<file path="src/oscts_pkg.sv">
// Purpose: Shared constants for the clock source, time stamp and calibration block
// Assumes: One 100 MHz system clock; oscillators are modelled as tick enables
// Notes:   Register offsets are word indices on the plain register port
package oscts_pkg;

    localparam int          ADDR_W          = 8;
    localparam int          DATA_W          = 32;
    localparam int          NUM_GPIO        = 3;

    // Register offsets
    localparam logic [7:0]  REG_CLK_CTRL    = 8'h00;
    localparam logic [7:0]  REG_LF_TRIM     = 8'h01;
    localparam logic [7:0]  REG_HF_TRIM     = 8'h02;
    localparam logic [7:0]  REG_PIN_CFG     = 8'h03;
    localparam logic [7:0]  REG_TS_CTRL     = 8'h04;
    localparam logic [7:0]  REG_TS_COUNT    = 8'h05;
    localparam logic [7:0]  REG_SLOT_DELTA  = 8'h06;
    localparam logic [7:0]  REG_HF_CAL      = 8'h07;
    localparam logic [7:0]  REG_HF_RESULT   = 8'h08;
    localparam logic [7:0]  REG_STATUS      = 8'h09;

    // Clock control fields
    localparam int          CC_LF_EN_BIT    = 0;
    localparam int          CC_SRC_LSB      = 1;
    localparam int          CC_PIN_LSB      = 3;
    localparam int          CC_CAL_EN_BIT   = 5;
    localparam int          CC_CAL_GATE_BIT = 6;
    localparam int          CC_RUN_BIT      = 7;

    // Time stamp control fields
    localparam int          TS_ARM_BIT      = 0;
    localparam int          TS_ALWAYS_BIT   = 1;
    localparam int          TS_INV_BIT      = 2;
    localparam int          TS_PIN_LSB      = 3;

    localparam int          HFC_START_BIT   = 0;

    // Clock source select encodings
    localparam logic [1:0]  SRC_INT         = 2'h0;
    localparam logic [1:0]  SRC_EXT_LF      = 2'h1;
    localparam logic [1:0]  SRC_EXT_HF      = 2'h2;
    localparam logic [1:0]  SRC_EXT_BOTH    = 2'h3;

    // Reset values
    localparam logic [9:0]  LF_TRIM_RST     = 10'h200;
    localparam logic [7:0]  HF_TRIM_RST     = 8'h80;
    localparam logic [2:0]  PIN_CFG_RST     = 3'h0;

    // Oscillator models: phase accumulators stepping once per system clock
    localparam int          ACC_W           = 24;
    localparam logic [23:0] LF_STEP_NOM     = 24'h027525;
    localparam logic [23:0] HF_STEP_NOM     = 24'h51EB85;
    localparam int          HF_TRIM_SHIFT   = 6;

    // Counts
    localparam logic [4:0]  EXT_HF_DIV_LAST = 5'h1F;
    localparam logic [7:0]  CAL_LF_LAST     = 8'h7F;
    localparam logic [23:0] SLOT_PERIOD_LF  = 24'h0003E8;

    // Timing
    localparam int          CLK_PERIOD_NS   = 10;
    localparam int          HF_SETTLE_NS    = 1000;
    localparam logic [15:0] HF_SETTLE_CYC   =
        16'((HF_SETTLE_NS + CLK_PERIOD_NS - 1) / CLK_PERIOD_NS);

    typedef enum logic [3:0] {
        CAL_IDLE  = 4'b0001,
        CAL_WARM  = 4'b0010,
        CAL_SYNC  = 4'b0100,
        CAL_COUNT = 4'b1000
    } oscts_cal_e;

endpackage

</file>
<file path="src/oscts_top.sv">
// Purpose: Clock source selection, time stamp capture and oscillator calibration
// Assumes: gpio_in is synchronous to clk; oscillators appear as one-cycle ticks
// Notes:   An external 32 MHz clock on a pin is seen only through 100 MHz sampling
//
// Contract
// - Low-frequency base from internal 960 kHz, external pin, or external 32 MHz/32.
// - Internal low-frequency oscillator runs when enabled; 10-bit trim sets frequency.
// - Source 0x1 takes low-frequency clock from selected pin, configured as input.
// - Source 0x3 uses external 32 MHz as high clock, divided by 32 for low.
// - Sources 0x0/0x1 power internal 32 MHz only during wake-up or calibration.
// - Source 0x2 takes only the high clock externally; low clock stays internal.
// - Time stamp count holds low-frequency cycles between consecutive captured triggers.
// - Slot delta holds low-frequency cycles to next slot start, valid in go.
// - Trigger input is the pin chosen by the time stamp pin select.
// - Setting the arm bit captures on the next active trigger edge.
// - Arm bit clears after capture unless always-capture is set.
// - Trigger is edge-sensitive: rising by default, falling when inverted.
// - Capture and calibration work only while calibration circuitry is enabled.
// - Low-frequency timing works in standby; go needed only for slot delta.
// - Calibration start powers 32 MHz, settles, counts over 128 low cycles.
// - 32 MHz oscillator powers down after calibration unless slots are active.
// - Start bit clears once the calibration result is updated.
// - High-frequency trim adjusts the 32 MHz oscillator frequency.
// - With external low clock, calibration counts against that external clock.
// - Calibration clock gate resets to 0, gating calibration off.
// - Run state 0 is standby, 1 is go; entering go starts slot sequencing.
//
// The register addresses and the address-and-strobe port were decided locally.
`timescale 1ns/1ps
module oscts_top
    import oscts_pkg::*;
(
    input  wire logic                clk,
    input  wire logic                rst,
    input  wire logic [ADDR_W-1:0]   addr,
    input  wire logic [DATA_W-1:0]   wr_data,
    input  wire logic                wr_en,
    input  wire logic                rd_en,
    output logic      [DATA_W-1:0]   rd_data,
    input  wire logic [NUM_GPIO-1:0] gpio_in,
    output logic                     lf_osc_power,
    output logic                     hf_osc_power,
    output logic                     lf_tick,
    output logic                     hf_tick,
    output logic                     slot_start
);

    // Control registers
    logic                lf_osc_enable_q;
    logic [1:0]          clock_source_select_q;
    logic [1:0]          ext_clock_pin_select_q;
    logic                cal_circuit_enable_q;
    logic                cal_clock_gate_q;
    logic                run_state_q;
    logic [9:0]          lf_osc_trim_q;
    logic [7:0]          hf_osc_trim_q;
    logic [2:0]          pin_input_config_q;
    logic                ts_arm_q;
    logic                ts_always_q;
    logic                trigger_edge_invert_q;
    logic [1:0]          ts_pin_select_q;
    logic                hf_cal_start_q;
    logic [15:0]         hf_cal_result_q;

    // Datapath state
    logic [NUM_GPIO-1:0] gpio_q;
    logic [ACC_W-1:0]    lf_acc_q;
    logic [ACC_W-1:0]    hf_acc_q;
    logic [4:0]          ext_div_q;
    logic                lf_tick_q;
    logic                hf_tick_q;
    logic                hf_osc_power_q;
    logic [23:0]         ts_interval_q;
    logic [23:0]         ts_count_q;
    logic [23:0]         slot_delta_q;
    logic [23:0]         slot_cnt_q;
    logic                run_prev_q;
    logic                slot_start_q;
    logic                trig_prev_q;
    oscts_cal_e          cal_state_q;
    logic [15:0]         settle_cnt_q;
    logic [7:0]          cal_lf_cnt_q;
    logic [15:0]         cal_hf_cnt_q;
    logic [DATA_W-1:0]   rd_data_q;

    logic [NUM_GPIO-1:0] gpio_ok;
    logic                ext_lvl;
    logic                ext_rise;
    logic [ACC_W:0]      lf_sum;
    logic [ACC_W:0]      hf_sum;
    logic [ACC_W-1:0]    lf_step;
    logic [ACC_W-1:0]    hf_step;
    logic                lf_tick_d;
    logic                hf_tick_d;
    logic                cal_active;
    logic                trig_lvl;
    logic                capture;
    logic                cal_done;
    logic                wr_clk;
    logic                wr_ts;
    logic                wr_cal;

    assign wr_clk     = wr_en && (addr == REG_CLK_CTRL);
    assign wr_ts      = wr_en && (addr == REG_TS_CTRL);
    assign wr_cal     = wr_en && (addr == REG_HF_CAL);
    assign cal_active = cal_circuit_enable_q && cal_clock_gate_q;

    // Pins only count as inputs when configured so
    assign gpio_ok  = gpio_in & pin_input_config_q;
    assign ext_lvl  = gpio_ok[ext_clock_pin_select_q];
    assign ext_rise = ext_lvl && !gpio_q[ext_clock_pin_select_q];

    // Edge found on the raw pin, so flipping polarity never fakes an edge
    assign trig_lvl = gpio_ok[ts_pin_select_q];
    assign capture  = (trigger_edge_invert_q ? (!trig_lvl && trig_prev_q)
                                             : (trig_lvl && !trig_prev_q))
                      && ts_arm_q && cal_active;

    // Oscillator models: trim moves the accumulator step around its nominal
    assign lf_step = ACC_W'(LF_STEP_NOM + {14'h0000, lf_osc_trim_q}
                     - {14'h0000, LF_TRIM_RST});
    assign hf_step = ACC_W'(HF_STEP_NOM + ({16'h0000, hf_osc_trim_q} << HF_TRIM_SHIFT)
                     - ({16'h0000, HF_TRIM_RST} << HF_TRIM_SHIFT));
    assign lf_sum  = {1'b0, lf_acc_q} + {1'b0, lf_step};
    assign hf_sum  = {1'b0, hf_acc_q} + {1'b0, hf_step};

    always_comb
    begin
        case (clock_source_select_q)
            SRC_EXT_LF:   lf_tick_d = ext_rise;
            SRC_EXT_BOTH: lf_tick_d = ext_rise && (ext_div_q == EXT_HF_DIV_LAST);
            default:      lf_tick_d = lf_osc_enable_q && lf_sum[ACC_W];
        endcase
        if (clock_source_select_q[1])
        begin
            hf_tick_d = ext_rise;
        end
        else
        begin
            hf_tick_d = hf_osc_power_q && hf_sum[ACC_W];
        end
    end

    always_ff @(posedge clk or posedge rst)
    begin
        if (rst)
        begin
            gpio_q      <= '0;
            trig_prev_q <= 1'b0;
        end
        else
        begin
            gpio_q      <= gpio_ok;
            trig_prev_q <= trig_lvl;
        end
    end

    // Internal oscillator accumulators and external divide by 32
    always_ff @(posedge clk or posedge rst)
    begin
        if (rst)
        begin
            lf_acc_q  <= '0;
            hf_acc_q  <= '0;
            ext_div_q <= '0;
            lf_tick_q <= 1'b0;
            hf_tick_q <= 1'b0;
        end
        else
        begin
            if (lf_osc_enable_q)
            begin
                lf_acc_q <= lf_sum[ACC_W-1:0];
            end
            if (hf_osc_power_q)
            begin
                hf_acc_q <= hf_sum[ACC_W-1:0];
            end
            if (clock_source_select_q == SRC_EXT_BOTH && ext_rise)
            begin
                ext_div_q <= ext_div_q + 5'h01;
            end
            lf_tick_q <= lf_tick_d;
            hf_tick_q <= hf_tick_d;
        end
    end

    // Internal 32 MHz power: only for wake-up in go or for calibration
    always_ff @(posedge clk or posedge rst)
    begin
        if (rst)
        begin
            hf_osc_power_q <= 1'b0;
        end
        else
        begin
            hf_osc_power_q <= !clock_source_select_q[1]
                              && (run_state_q || cal_state_q != CAL_IDLE);
        end
    end

    // Clock control register
    always_ff @(posedge clk or posedge rst)
    begin
        if (rst)
        begin
            lf_osc_enable_q        <= 1'b0;
            clock_source_select_q  <= SRC_INT;
            ext_clock_pin_select_q <= 2'h0;
            cal_circuit_enable_q   <= 1'b0;
            cal_clock_gate_q       <= 1'b0;
            run_state_q            <= 1'b0;
        end
        else if (wr_clk)
        begin
            lf_osc_enable_q        <= wr_data[CC_LF_EN_BIT];
            clock_source_select_q  <= wr_data[CC_SRC_LSB +: 2];
            ext_clock_pin_select_q <= wr_data[CC_PIN_LSB +: 2];
            cal_circuit_enable_q   <= wr_data[CC_CAL_EN_BIT];
            cal_clock_gate_q       <= wr_data[CC_CAL_GATE_BIT];
            run_state_q            <= wr_data[CC_RUN_BIT];
        end
    end

    // Trim and pin configuration registers
    always_ff @(posedge clk or posedge rst)
    begin
        if (rst)
        begin
            lf_osc_trim_q      <= LF_TRIM_RST;
            hf_osc_trim_q      <= HF_TRIM_RST;
            pin_input_config_q <= PIN_CFG_RST;
        end
        else if (wr_en)
        begin
            if (addr == REG_LF_TRIM)
            begin
                lf_osc_trim_q <= wr_data[9:0];
            end
            if (addr == REG_HF_TRIM)
            begin
                hf_osc_trim_q <= wr_data[7:0];
            end
            if (addr == REG_PIN_CFG)
            begin
                pin_input_config_q <= wr_data[2:0];
            end
        end
    end

    // Time stamp control; a software arm in the capture cycle wins
    always_ff @(posedge clk or posedge rst)
    begin
        if (rst)
        begin
            ts_arm_q              <= 1'b0;
            ts_always_q           <= 1'b0;
            trigger_edge_invert_q <= 1'b0;
            ts_pin_select_q       <= 2'h0;
        end
        else
        begin
            if (wr_ts)
            begin
                ts_always_q           <= wr_data[TS_ALWAYS_BIT];
                trigger_edge_invert_q <= wr_data[TS_INV_BIT];
                ts_pin_select_q       <= wr_data[TS_PIN_LSB +: 2];
            end
            if (wr_ts && wr_data[TS_ARM_BIT])
            begin
                ts_arm_q <= 1'b1;
            end
            else if (wr_ts)
            begin
                ts_arm_q <= 1'b0;
            end
            else if (capture && !ts_always_q)
            begin
                ts_arm_q <= 1'b0;
            end
        end
    end

    // Interval counter in low-frequency cycles, restarted at each capture
    always_ff @(posedge clk or posedge rst)
    begin
        if (rst)
        begin
            ts_interval_q <= '0;
            ts_count_q    <= '0;
            slot_delta_q  <= '0;
        end
        else if (capture)
        begin
            ts_count_q    <= ts_interval_q + {23'h000000, lf_tick_q};
            ts_interval_q <= '0;
            slot_delta_q  <= run_state_q ? (slot_cnt_q + 24'h000001) : '0;
        end
        else if (lf_tick_q && cal_active)
        begin
            ts_interval_q <= ts_interval_q + 24'h000001;
        end
    end

    // Slot sequencing: standby holds it reset, entering go starts a slot at once
    always_ff @(posedge clk or posedge rst)
    begin
        if (rst)
        begin
            run_prev_q   <= 1'b0;
            slot_cnt_q   <= '0;
            slot_start_q <= 1'b0;
        end
        else
        begin
            run_prev_q   <= run_state_q;
            slot_start_q <= 1'b0;
            if (!run_state_q)
            begin
                slot_cnt_q <= '0;
            end
            else if (!run_prev_q)
            begin
                slot_start_q <= 1'b1;
                slot_cnt_q   <= SLOT_PERIOD_LF - 24'h000001;
            end
            else if (lf_tick_q)
            begin
                if (slot_cnt_q == '0)
                begin
                    slot_start_q <= 1'b1;
                    slot_cnt_q   <= SLOT_PERIOD_LF - 24'h000001;
                end
                else
                begin
                    slot_cnt_q <= slot_cnt_q - 24'h000001;
                end
            end
        end
    end

    // High-frequency calibration sequencer
    assign cal_done = (cal_state_q == CAL_COUNT) && lf_tick_q && (cal_lf_cnt_q == CAL_LF_LAST);

    always_ff @(posedge clk or posedge rst)
    begin
        if (rst)
        begin
            cal_state_q  <= CAL_IDLE;
            settle_cnt_q <= '0;
            cal_lf_cnt_q <= '0;
            cal_hf_cnt_q <= '0;
        end
        else if (!cal_active)
        begin
            cal_state_q <= CAL_IDLE;
        end
        else
        begin
            case (cal_state_q)
                CAL_IDLE:
                begin
                    if (hf_cal_start_q)
                    begin
                        cal_state_q  <= CAL_WARM;
                        settle_cnt_q <= '0;
                    end
                end
                CAL_WARM:
                begin
                    settle_cnt_q <= settle_cnt_q + 16'h0001;
                    if (settle_cnt_q == HF_SETTLE_CYC - 16'h0001)
                    begin
                        cal_state_q <= CAL_SYNC;
                    end
                end
                CAL_SYNC:
                begin
                    if (lf_tick_q)
                    begin
                        cal_state_q  <= CAL_COUNT;
                        cal_lf_cnt_q <= '0;
                        cal_hf_cnt_q <= '0;
                    end
                end
                CAL_COUNT:
                begin
                    if (hf_tick_q)
                    begin
                        cal_hf_cnt_q <= cal_hf_cnt_q + 16'h0001;
                    end
                    if (lf_tick_q)
                    begin
                        cal_lf_cnt_q <= cal_lf_cnt_q + 8'h01;
                    end
                    if (cal_done)
                    begin
                        cal_state_q <= CAL_IDLE;
                    end
                end
                default:
                begin
                    cal_state_q <= CAL_IDLE;
                end
            endcase
        end
    end

    // Result load and start bit; a software start in the done cycle wins
    always_ff @(posedge clk or posedge rst)
    begin
        if (rst)
        begin
            hf_cal_start_q  <= 1'b0;
            hf_cal_result_q <= '0;
        end
        else
        begin
            if (cal_done)
            begin
                hf_cal_result_q <= cal_hf_cnt_q + {15'h0000, hf_tick_q};
            end
            if (wr_cal && wr_data[HFC_START_BIT])
            begin
                hf_cal_start_q <= 1'b1;
            end
            else if (cal_done)
            begin
                hf_cal_start_q <= 1'b0;
            end
        end
    end

    // Register read port: data one cycle after the strobe, zero otherwise
    always_ff @(posedge clk or posedge rst)
    begin
        if (rst)
        begin
            rd_data_q <= '0;
        end
        else if (rd_en)
        begin
            case (addr)
                REG_CLK_CTRL:   rd_data_q <= {24'h000000, run_state_q, cal_clock_gate_q,
                                              cal_circuit_enable_q, ext_clock_pin_select_q,
                                              clock_source_select_q, lf_osc_enable_q};
                REG_LF_TRIM:    rd_data_q <= {22'h000000, lf_osc_trim_q};
                REG_HF_TRIM:    rd_data_q <= {24'h000000, hf_osc_trim_q};
                REG_PIN_CFG:    rd_data_q <= {29'h00000000, pin_input_config_q};
                REG_TS_CTRL:    rd_data_q <= {27'h0000000, ts_pin_select_q,
                                              trigger_edge_invert_q, ts_always_q, ts_arm_q};
                REG_TS_COUNT:   rd_data_q <= {8'h00, ts_count_q};
                REG_SLOT_DELTA: rd_data_q <= {8'h00, slot_delta_q};
                REG_HF_CAL:     rd_data_q <= {31'h00000000, hf_cal_start_q};
                REG_HF_RESULT:  rd_data_q <= {16'h0000, hf_cal_result_q};
                REG_STATUS:     rd_data_q <= {28'h0000000, run_state_q,
                                              (cal_state_q != CAL_IDLE), cal_active,
                                              hf_osc_power_q};
                default:        rd_data_q <= '0;
            endcase
        end
        else
        begin
            rd_data_q <= '0;
        end
    end

    assign rd_data      = rd_data_q;
    assign lf_osc_power = lf_osc_enable_q;
    assign hf_osc_power = hf_osc_power_q;
    assign lf_tick      = lf_tick_q;
    assign hf_tick      = hf_tick_q;
    assign slot_start   = slot_start_q;

endmodule

</file>
<file path="config.mk">
export PLATFORM = sky130hd
export DESIGN_NAME = oscts_top
export DESIGN_NICKNAME = d
export VERILOG_FILES = /design/src/oscts_pkg.sv /design/src/oscts_top.sv
export SDC_FILE = /design/constraint.sdc
export NUM_CORES = 1
export LEC_CHECK = 0
export BUFFER_PORTS_ARGS = -buffer_cell sky130_fd_sc_hd__buf_2
export CELL_PAD_IN_SITES_DETAIL_PLACEMENT = 1
export CELL_PAD_IN_SITES_GLOBAL_PLACEMENT = 1
export CORE_MARGIN = 1
export CORE_UTILIZATION = 30
export CTS_BUF_LIST = sky130_fd_sc_hd__clkbuf_16
export DETAILED_ROUTE_END_ITERATION = 12
export HOLD_SLACK_MARGIN = 0.02
export PLACE_DENSITY = 0.65
export SYNTH_ARGS = -nofsm -noshare
export SYNTH_HDL_FRONTEND = slang
export SYNTH_SLANG_ARGS = --single-unit
</file>
<file path="constraint.sdc">
create_clock -name clk -period 9.35 [get_ports clk]
set_input_delay 0.935 -clock clk [delete_from_list [all_inputs] [get_ports clk]]
set_output_delay 0.935 -clock clk [all_outputs]
set_load 0.01 [all_outputs]
</file>
### Word-level counts from Yosys, hierarchy flattened

Cells that the tools add are included.

* add/subtract/negate cells: 15
* magnitude comparators: 2
* equal/unequal tests: 28
* muxes and demuxes: 41
* bitwise operators: 1
* reduce and logical (&&, ||, !) cells: 40

Operators with widths (count)
* one-hot mux 24 bit (10 select lines): 1
* two-way mux 24 bit: 7
* one-hot mux 16 bit (2 select lines): 2
* adder 24 x 24 -> 25 bit: 2
* adder 24 x 1 -> 24 bit (second input constant): 2
* two-way mux 16 bit: 3
* adder 16 x 1 -> 16 bit (second input constant): 2
* == test 8 x 3 -> 1 bit (second input constant): 4
* two-way mux 32 bit: 1
* adder 23 x 14 -> 24 bit (first input constant): 1
* adder 24 x 1 -> 24 bit: 1
* logical NOT 24 bit: 1
* subtractor 24 x 1 -> 24 bit (second input constant): 1
* subtractor 24 x 14 -> 24 bit (second input constant): 1
* logical AND 1 bit: 20
* two-way mux 4 bit: 5
* subtractor 19 x 10 -> 20 bit (second input constant): 1
* adder 18 x 10 -> 19 bit (first input constant): 1
* adder 16 x 1 -> 16 bit: 1
* == test 16 x 7 -> 1 bit (second input constant): 1
* == test 8 x 2 -> 1 bit (second input constant): 2
* == test 8 x 4 -> 1 bit (second input constant): 2
* two-way mux 8 bit: 2
* one-hot mux 4 bit (4 select lines): 1
* other kinds (28): 62

* register bits: 285
* input bits: 47
* output and inout bits: 37
* word-level logic and storage cells: 161

### Logic depth before layout (Yosys ltp)

* word-level depth: 12
* gate-level depth with buffers: 14
* mapped depth without buffers: 14

### Worst setup path after synthesis

No wires, ideal clock.

* path type: flip-flop to flip-flop
* start: register hf_osc_trim_q[1]
* end: register hf_acc_q[21]
* arrival time: 2.925 ns
* path slack: 6.310 ns
* cell stages (with the launch flop): 12
* path buffers: 0
* clock period less this slack: 3.040 ns
* path through: dfrtp_1 > or3_1 > a21oi_1 > xnor2_1 > ha_1 > and4_1 > a21o_1 > a211oi_1 > a21boi_1 > a311oi_1 > nor2_1 > o311ai_0

* cells in the longest elaborated chain, start to end: 3

RTL lines
* from (decl): line oscts_top.sv:56 `logic [7:0] hf_osc_trim_q;`
* from (signal assigned): line oscts_top.sv:242 `hf_osc_trim_q <= wr_data[7:0];`
* adder 23 x 14 -> 24 bit: line oscts_top.sv:122 `assign hf_step = ACC_W'(HF_STEP_NOM + ({16'h0000, hf_osc_trim_q} << HF_TRIM_SHIFT)`
* subtractor 24 x 14 -> 24 bit: line oscts_top.sv:123 `- ({16'h0000, HF_TRIM_RST} << HF_TRIM_SHIFT));`
* adder 24 x 24 -> 25 bit: line oscts_top.sv:125 `assign hf_sum = {1'b0, hf_acc_q} + {1'b0, hf_step};`
* to (signal assigned): line oscts_top.sv:177 `hf_acc_q <= hf_sum[ACC_W-1:0];`
* to (decl): line oscts_top.sv:68 `logic [ACC_W-1:0] hf_acc_q;`

Every way passes these cells.
A chain may end at the register's enable or synchronous reset.

### Final worst setup path

* start: register hf_osc_trim_q[2]
* end: register hf_acc_q[21]

Same word-level chain as after synthesis.

==> results.sh <==
export IMPL_drive_gt1_share_pct=12.2
export IMPL_fp_dieW_um=224
export IMPL_avgViaCountPerCell=5.07
export IMPL_timing_final_crit_share_pct=39.2
export IMPL_clockBufferDepth=3
export IMPL_worst_path_max_fanout=7
export IMPL_nets=1653
export IMPL_dp_cells=2194
export IMPL_max_freq_ghz=0.273
export IMPL_critical_path_class="flop to flop"
export IMPL_post_cts_buffers=0
export IMPL_antenna_found_initial=2
export IMPL_status="finished, final reports clean"
export IMPL_clkPwrFrac_pct=38.5
export IMPL_synth_edff_count=0
export IMPL_portBuffers=53
export IMPL_initial_utilization_pct=30.4
export IMPL_async_flop_share_pct=100
export IMPL_ir_drop_uv=98.7
export IMPL_max_stage_delay_ps=590
export IMPL_cts_buffers=34
export IMPL_dp_worst_setup_slack_ps=5570
export IMPL_synthFlopType="dfrtp_1"
export IMPL_multi_input_area_um2=7410
export IMPL_hold_path_class="flop to flop"
export IMPL_cts_resized=0
export IMPL_die_height_um=224
export IMPL_hold_path_startpoint="lf_acc_q[19]$_DFFE_PP0P_"
export IMPL_synthesis_area_um2=14800
export IMPL_drv_cap=0
export IMPL_grt_pass1_vias=12000
export IMPL_rows=81
export IMPL_dieArea_um2=50200
export IMPL_rsz0062_at_grt="false"
export IMPL_worst_pin_slew_ps=1100
export IMPL_core_area_um2=48700
export IMPL_setup_tns_final_ps=0
export IMPL_drt_first_pass_iters=4
export IMPL_total_power_mw=3.28
export IMPL_required_ps=9760
export IMPL_io_pins=84
export IMPL_worst_setup_path_start_kind="flop"
export IMPL_htree_levels=2
export IMPL_synth_warnings=0
export IMPL_crit_chain="or3_1, a21oi_1, xnor2_1, ha_1, and4_1, a21o_1, a211oi_1, a21boi_1, a311oi_1, nor2_1, o311ai_0"
export IMPL_p_sw_uw=971
export IMPL_yosysUniqueCellTypes=73
export IMPL_grt_overflow_total=0
export IMPL_fillerInstances=5601
export IMPL_drv_slew=0
export IMPL_p_seq_share_pct=42.4
export IMPL_switching_share_pct=29.6
export IMPL_drt_total_wl_mm=39.9
export IMPL_seq_area_frac_synth_pct=46.9
export IMPL_instances_no_fill=2258
export IMPL_reg2reg_setup_slack_ps=5680
export IMPL_slowest_stage="a311oi_1"
export IMPL_grtUsageTotal_pct=16.4
export IMPL_cts_tree="done"
export IMPL_hold_end="lf_acc_q[19]$_DFFE_PP0P_"
export IMPL_clockRootBuffer="clkbuf_16"
export IMPL_place_hpwl_mm=27.5
export IMPL_hold_viol_final=0
export IMPL_synthCells=1545
export IMPL_syn_avg_cell_area_um2=9.58
export IMPL_power_density_nw_per_um2=196
export IMPL_worst_r2r_path_depth=11
export IMPL_place_gp_congestion=0.804
export IMPL_grt_max_degree=174
export IMPL_ys_ff_latch=277
export IMPL_combPwrFrac_pct=19.1
export IMPL_relSlewSlack_pct=26.8
export IMPL_p_leak_nw=7.45
export IMPL_final_cell_mix="dfrtp_1, nand2_1, nor2_1, a21oi_1, xnor2_1"
export IMPL_reg2reg_from="hf_osc_trim_q[2]$_DFFE_PP0P_"
export IMPL_cts_clk_slew_worst_paths_ps=60
export IMPL_rr_endpoint="hf_acc_q[21]$_DFFE_PP0P_"
export IMPL_drc=0
export IMPL_setup_viol=0
export IMPL_worstPathArrival_ps=4080
export IMPL_postCtsHoldBufs=0
export IMPL_fin_util_pct=34.3
export IMPL_syn_to_final_growth_pct=12.9
export IMPL_clkSinkCount=277
export IMPL_final_common_cell="dfrtp_1"
export IMPL_insertion_delay_ps=540
export IMPL_routedWlPerCell_um=17.7
export IMPL_ant_nets=0
export IMPL_post_route_min_period_ps=3670
export IMPL_finalWorstSetupSlack_ps=5680
export IMPL_whs_path_depth=1
export IMPL_worst_setup_path_end_kind="flop"
export IMPL_fin_worst_skew_ps=19.0
export IMPL_internal_power_mw=2.31
export IMPL_num_vias=11400
export IMPL_regArea_um2=6940
export IMPL_grt_pass1_wl_mm=66.2
export IMPL_dr_first_iter_drc_count=618
## logic make-up after synthesis
group,Yosys count,share of synthesized area [%]
muxes,61,4.60
xor gates and xnor gates,171,10.1
and+or+nand+nor,580,18.7
buffers and inverters,114,3.31
other,1,0.0253
DFF,277,46.9
adders and majority gates,40,3.43
AOI/OAI and AO/OA,301,12.9
## metal layers
metal / track usage [%] / vias to the layer above / share of wire, %
li1: - / 5442 / -
met5: 0 / - / 0
met4: 4.15 / 0 / 1.9
met3: 2.70 / 51 / 3.5
met2: 26.9 / 139 / 48
met1: 22.3 / 5813 / 47
## critical path: cells and delay by family, from the launching register on
family,cells,cell delay (ps)
flops,1,450
compound gates,6,1790
xor+xnor,1,170
simple gates,3,780
fa+ha+maj,1,340
## Yosys cell counts (21+ instances only)
library cell / number / area, um2
nand2_1: 187 / 702
mux2_2: 56 / 631
ha_1: 39 / 488
xnor2_1: 86 / 753
nor2_1: 154 / 578
clkbuf_1: 53 / 199
inv_1: 28 / 105
a21oi_1: 87 / 435
nand3_1: 63 / 315
or3_1: 21 / 131
and3_1: 23 / 144
xor2_1: 85 / 744
o31ai_1: 22 / 165
nand4_1: 26 / 163
dfrtp_1: 274 / 6860
nor3_1: 27 / 135
o21ai_0: 78 / 390
a22oi_1: 26 / 195
## area by class of cell
cell class | instances | area share [%]
inverters | 29 | 0.697
flip-flops and latches | 277 | 41.5
clock buffers | 37 | 5.54
multi-input cells | 1161 | 44.4
repair buffers | 63 | 2.11
clock inverters | 25 | 0.771
well taps | 664 | 4.97
diodes | 2 | 0.0300
## metrics by stage
stage / hold WS [ps] / area [um2]
global route: 484 / 16700
CTS: 468 / 16700
detailed placement: 455 / 15600
global placement: 450 / 15600
finish: 462 / 16700
floorplan: 352 / 14800
## power groups by stage
stage | Combinational [mW] | Sequential [mW] | Clock, mW
3_5_place_dp | 0.626 | 1.41 | 0
6_report | 0.626 | 1.39 | 1.26
4_1_cts | 0.632 | 1.39 | 1.31
5_1_grt | 0.705 | 1.41 | 1.36
2_1_floorplan | 0.504 | 1.38 | 0
3_3_place_gp | 0.601 | 1.40 | 0
## how the worst max path moves through the flow
| stage | start | endpoint | slack, ps | depth (start not counted) |
|---|---|---|---|---|
| floorplan | rst | cal_circuit_enable_q$_DFFE_PP0P_ | 780 | 1 |
| global placement | addr[5] | rd_data[14]$_DFF_PP0_ | 5560 | 6 |
| detailed placement | addr[5] | rd_data[15]$_DFF_PP0_ | 5570 | 6 |
| CTS | hf_osc_trim_q[2]$_DFFE_PP0P_ | hf_acc_q[21]$_DFFE_PP0P_ | 5680 | 11 |
| global route | lf_osc_trim_q[2]$_DFFE_PP0P_ | lf_acc_q[22]$_DFFE_PP0P_ | 5350 | 13 |
| finish | hf_osc_trim_q[2]$_DFFE_PP0P_ | hf_acc_q[21]$_DFFE_PP0P_ | 5680 | 11 |
## flip-flops by register name, summed over array words and instances, names as in the netlist, 3 cells and up
name and cells:
slot_delta_q 24, cal_state_q 4, cal_hf_cnt_q 16, ts_count_q 24
slot_cnt_q 24, hf_cal_result_q 16, hf_osc_trim_q 8, ext_div_q 5
lf_osc_trim_q 10, settle_cnt_q 16, ts_interval_q 24, pin_input_config_q 3
gpio_q 3, rd_data 24, lf_acc_q 24, cal_lf_cnt_q 8
hf_acc_q 24
Note: power is estimated with default switching activity, not from simulation.
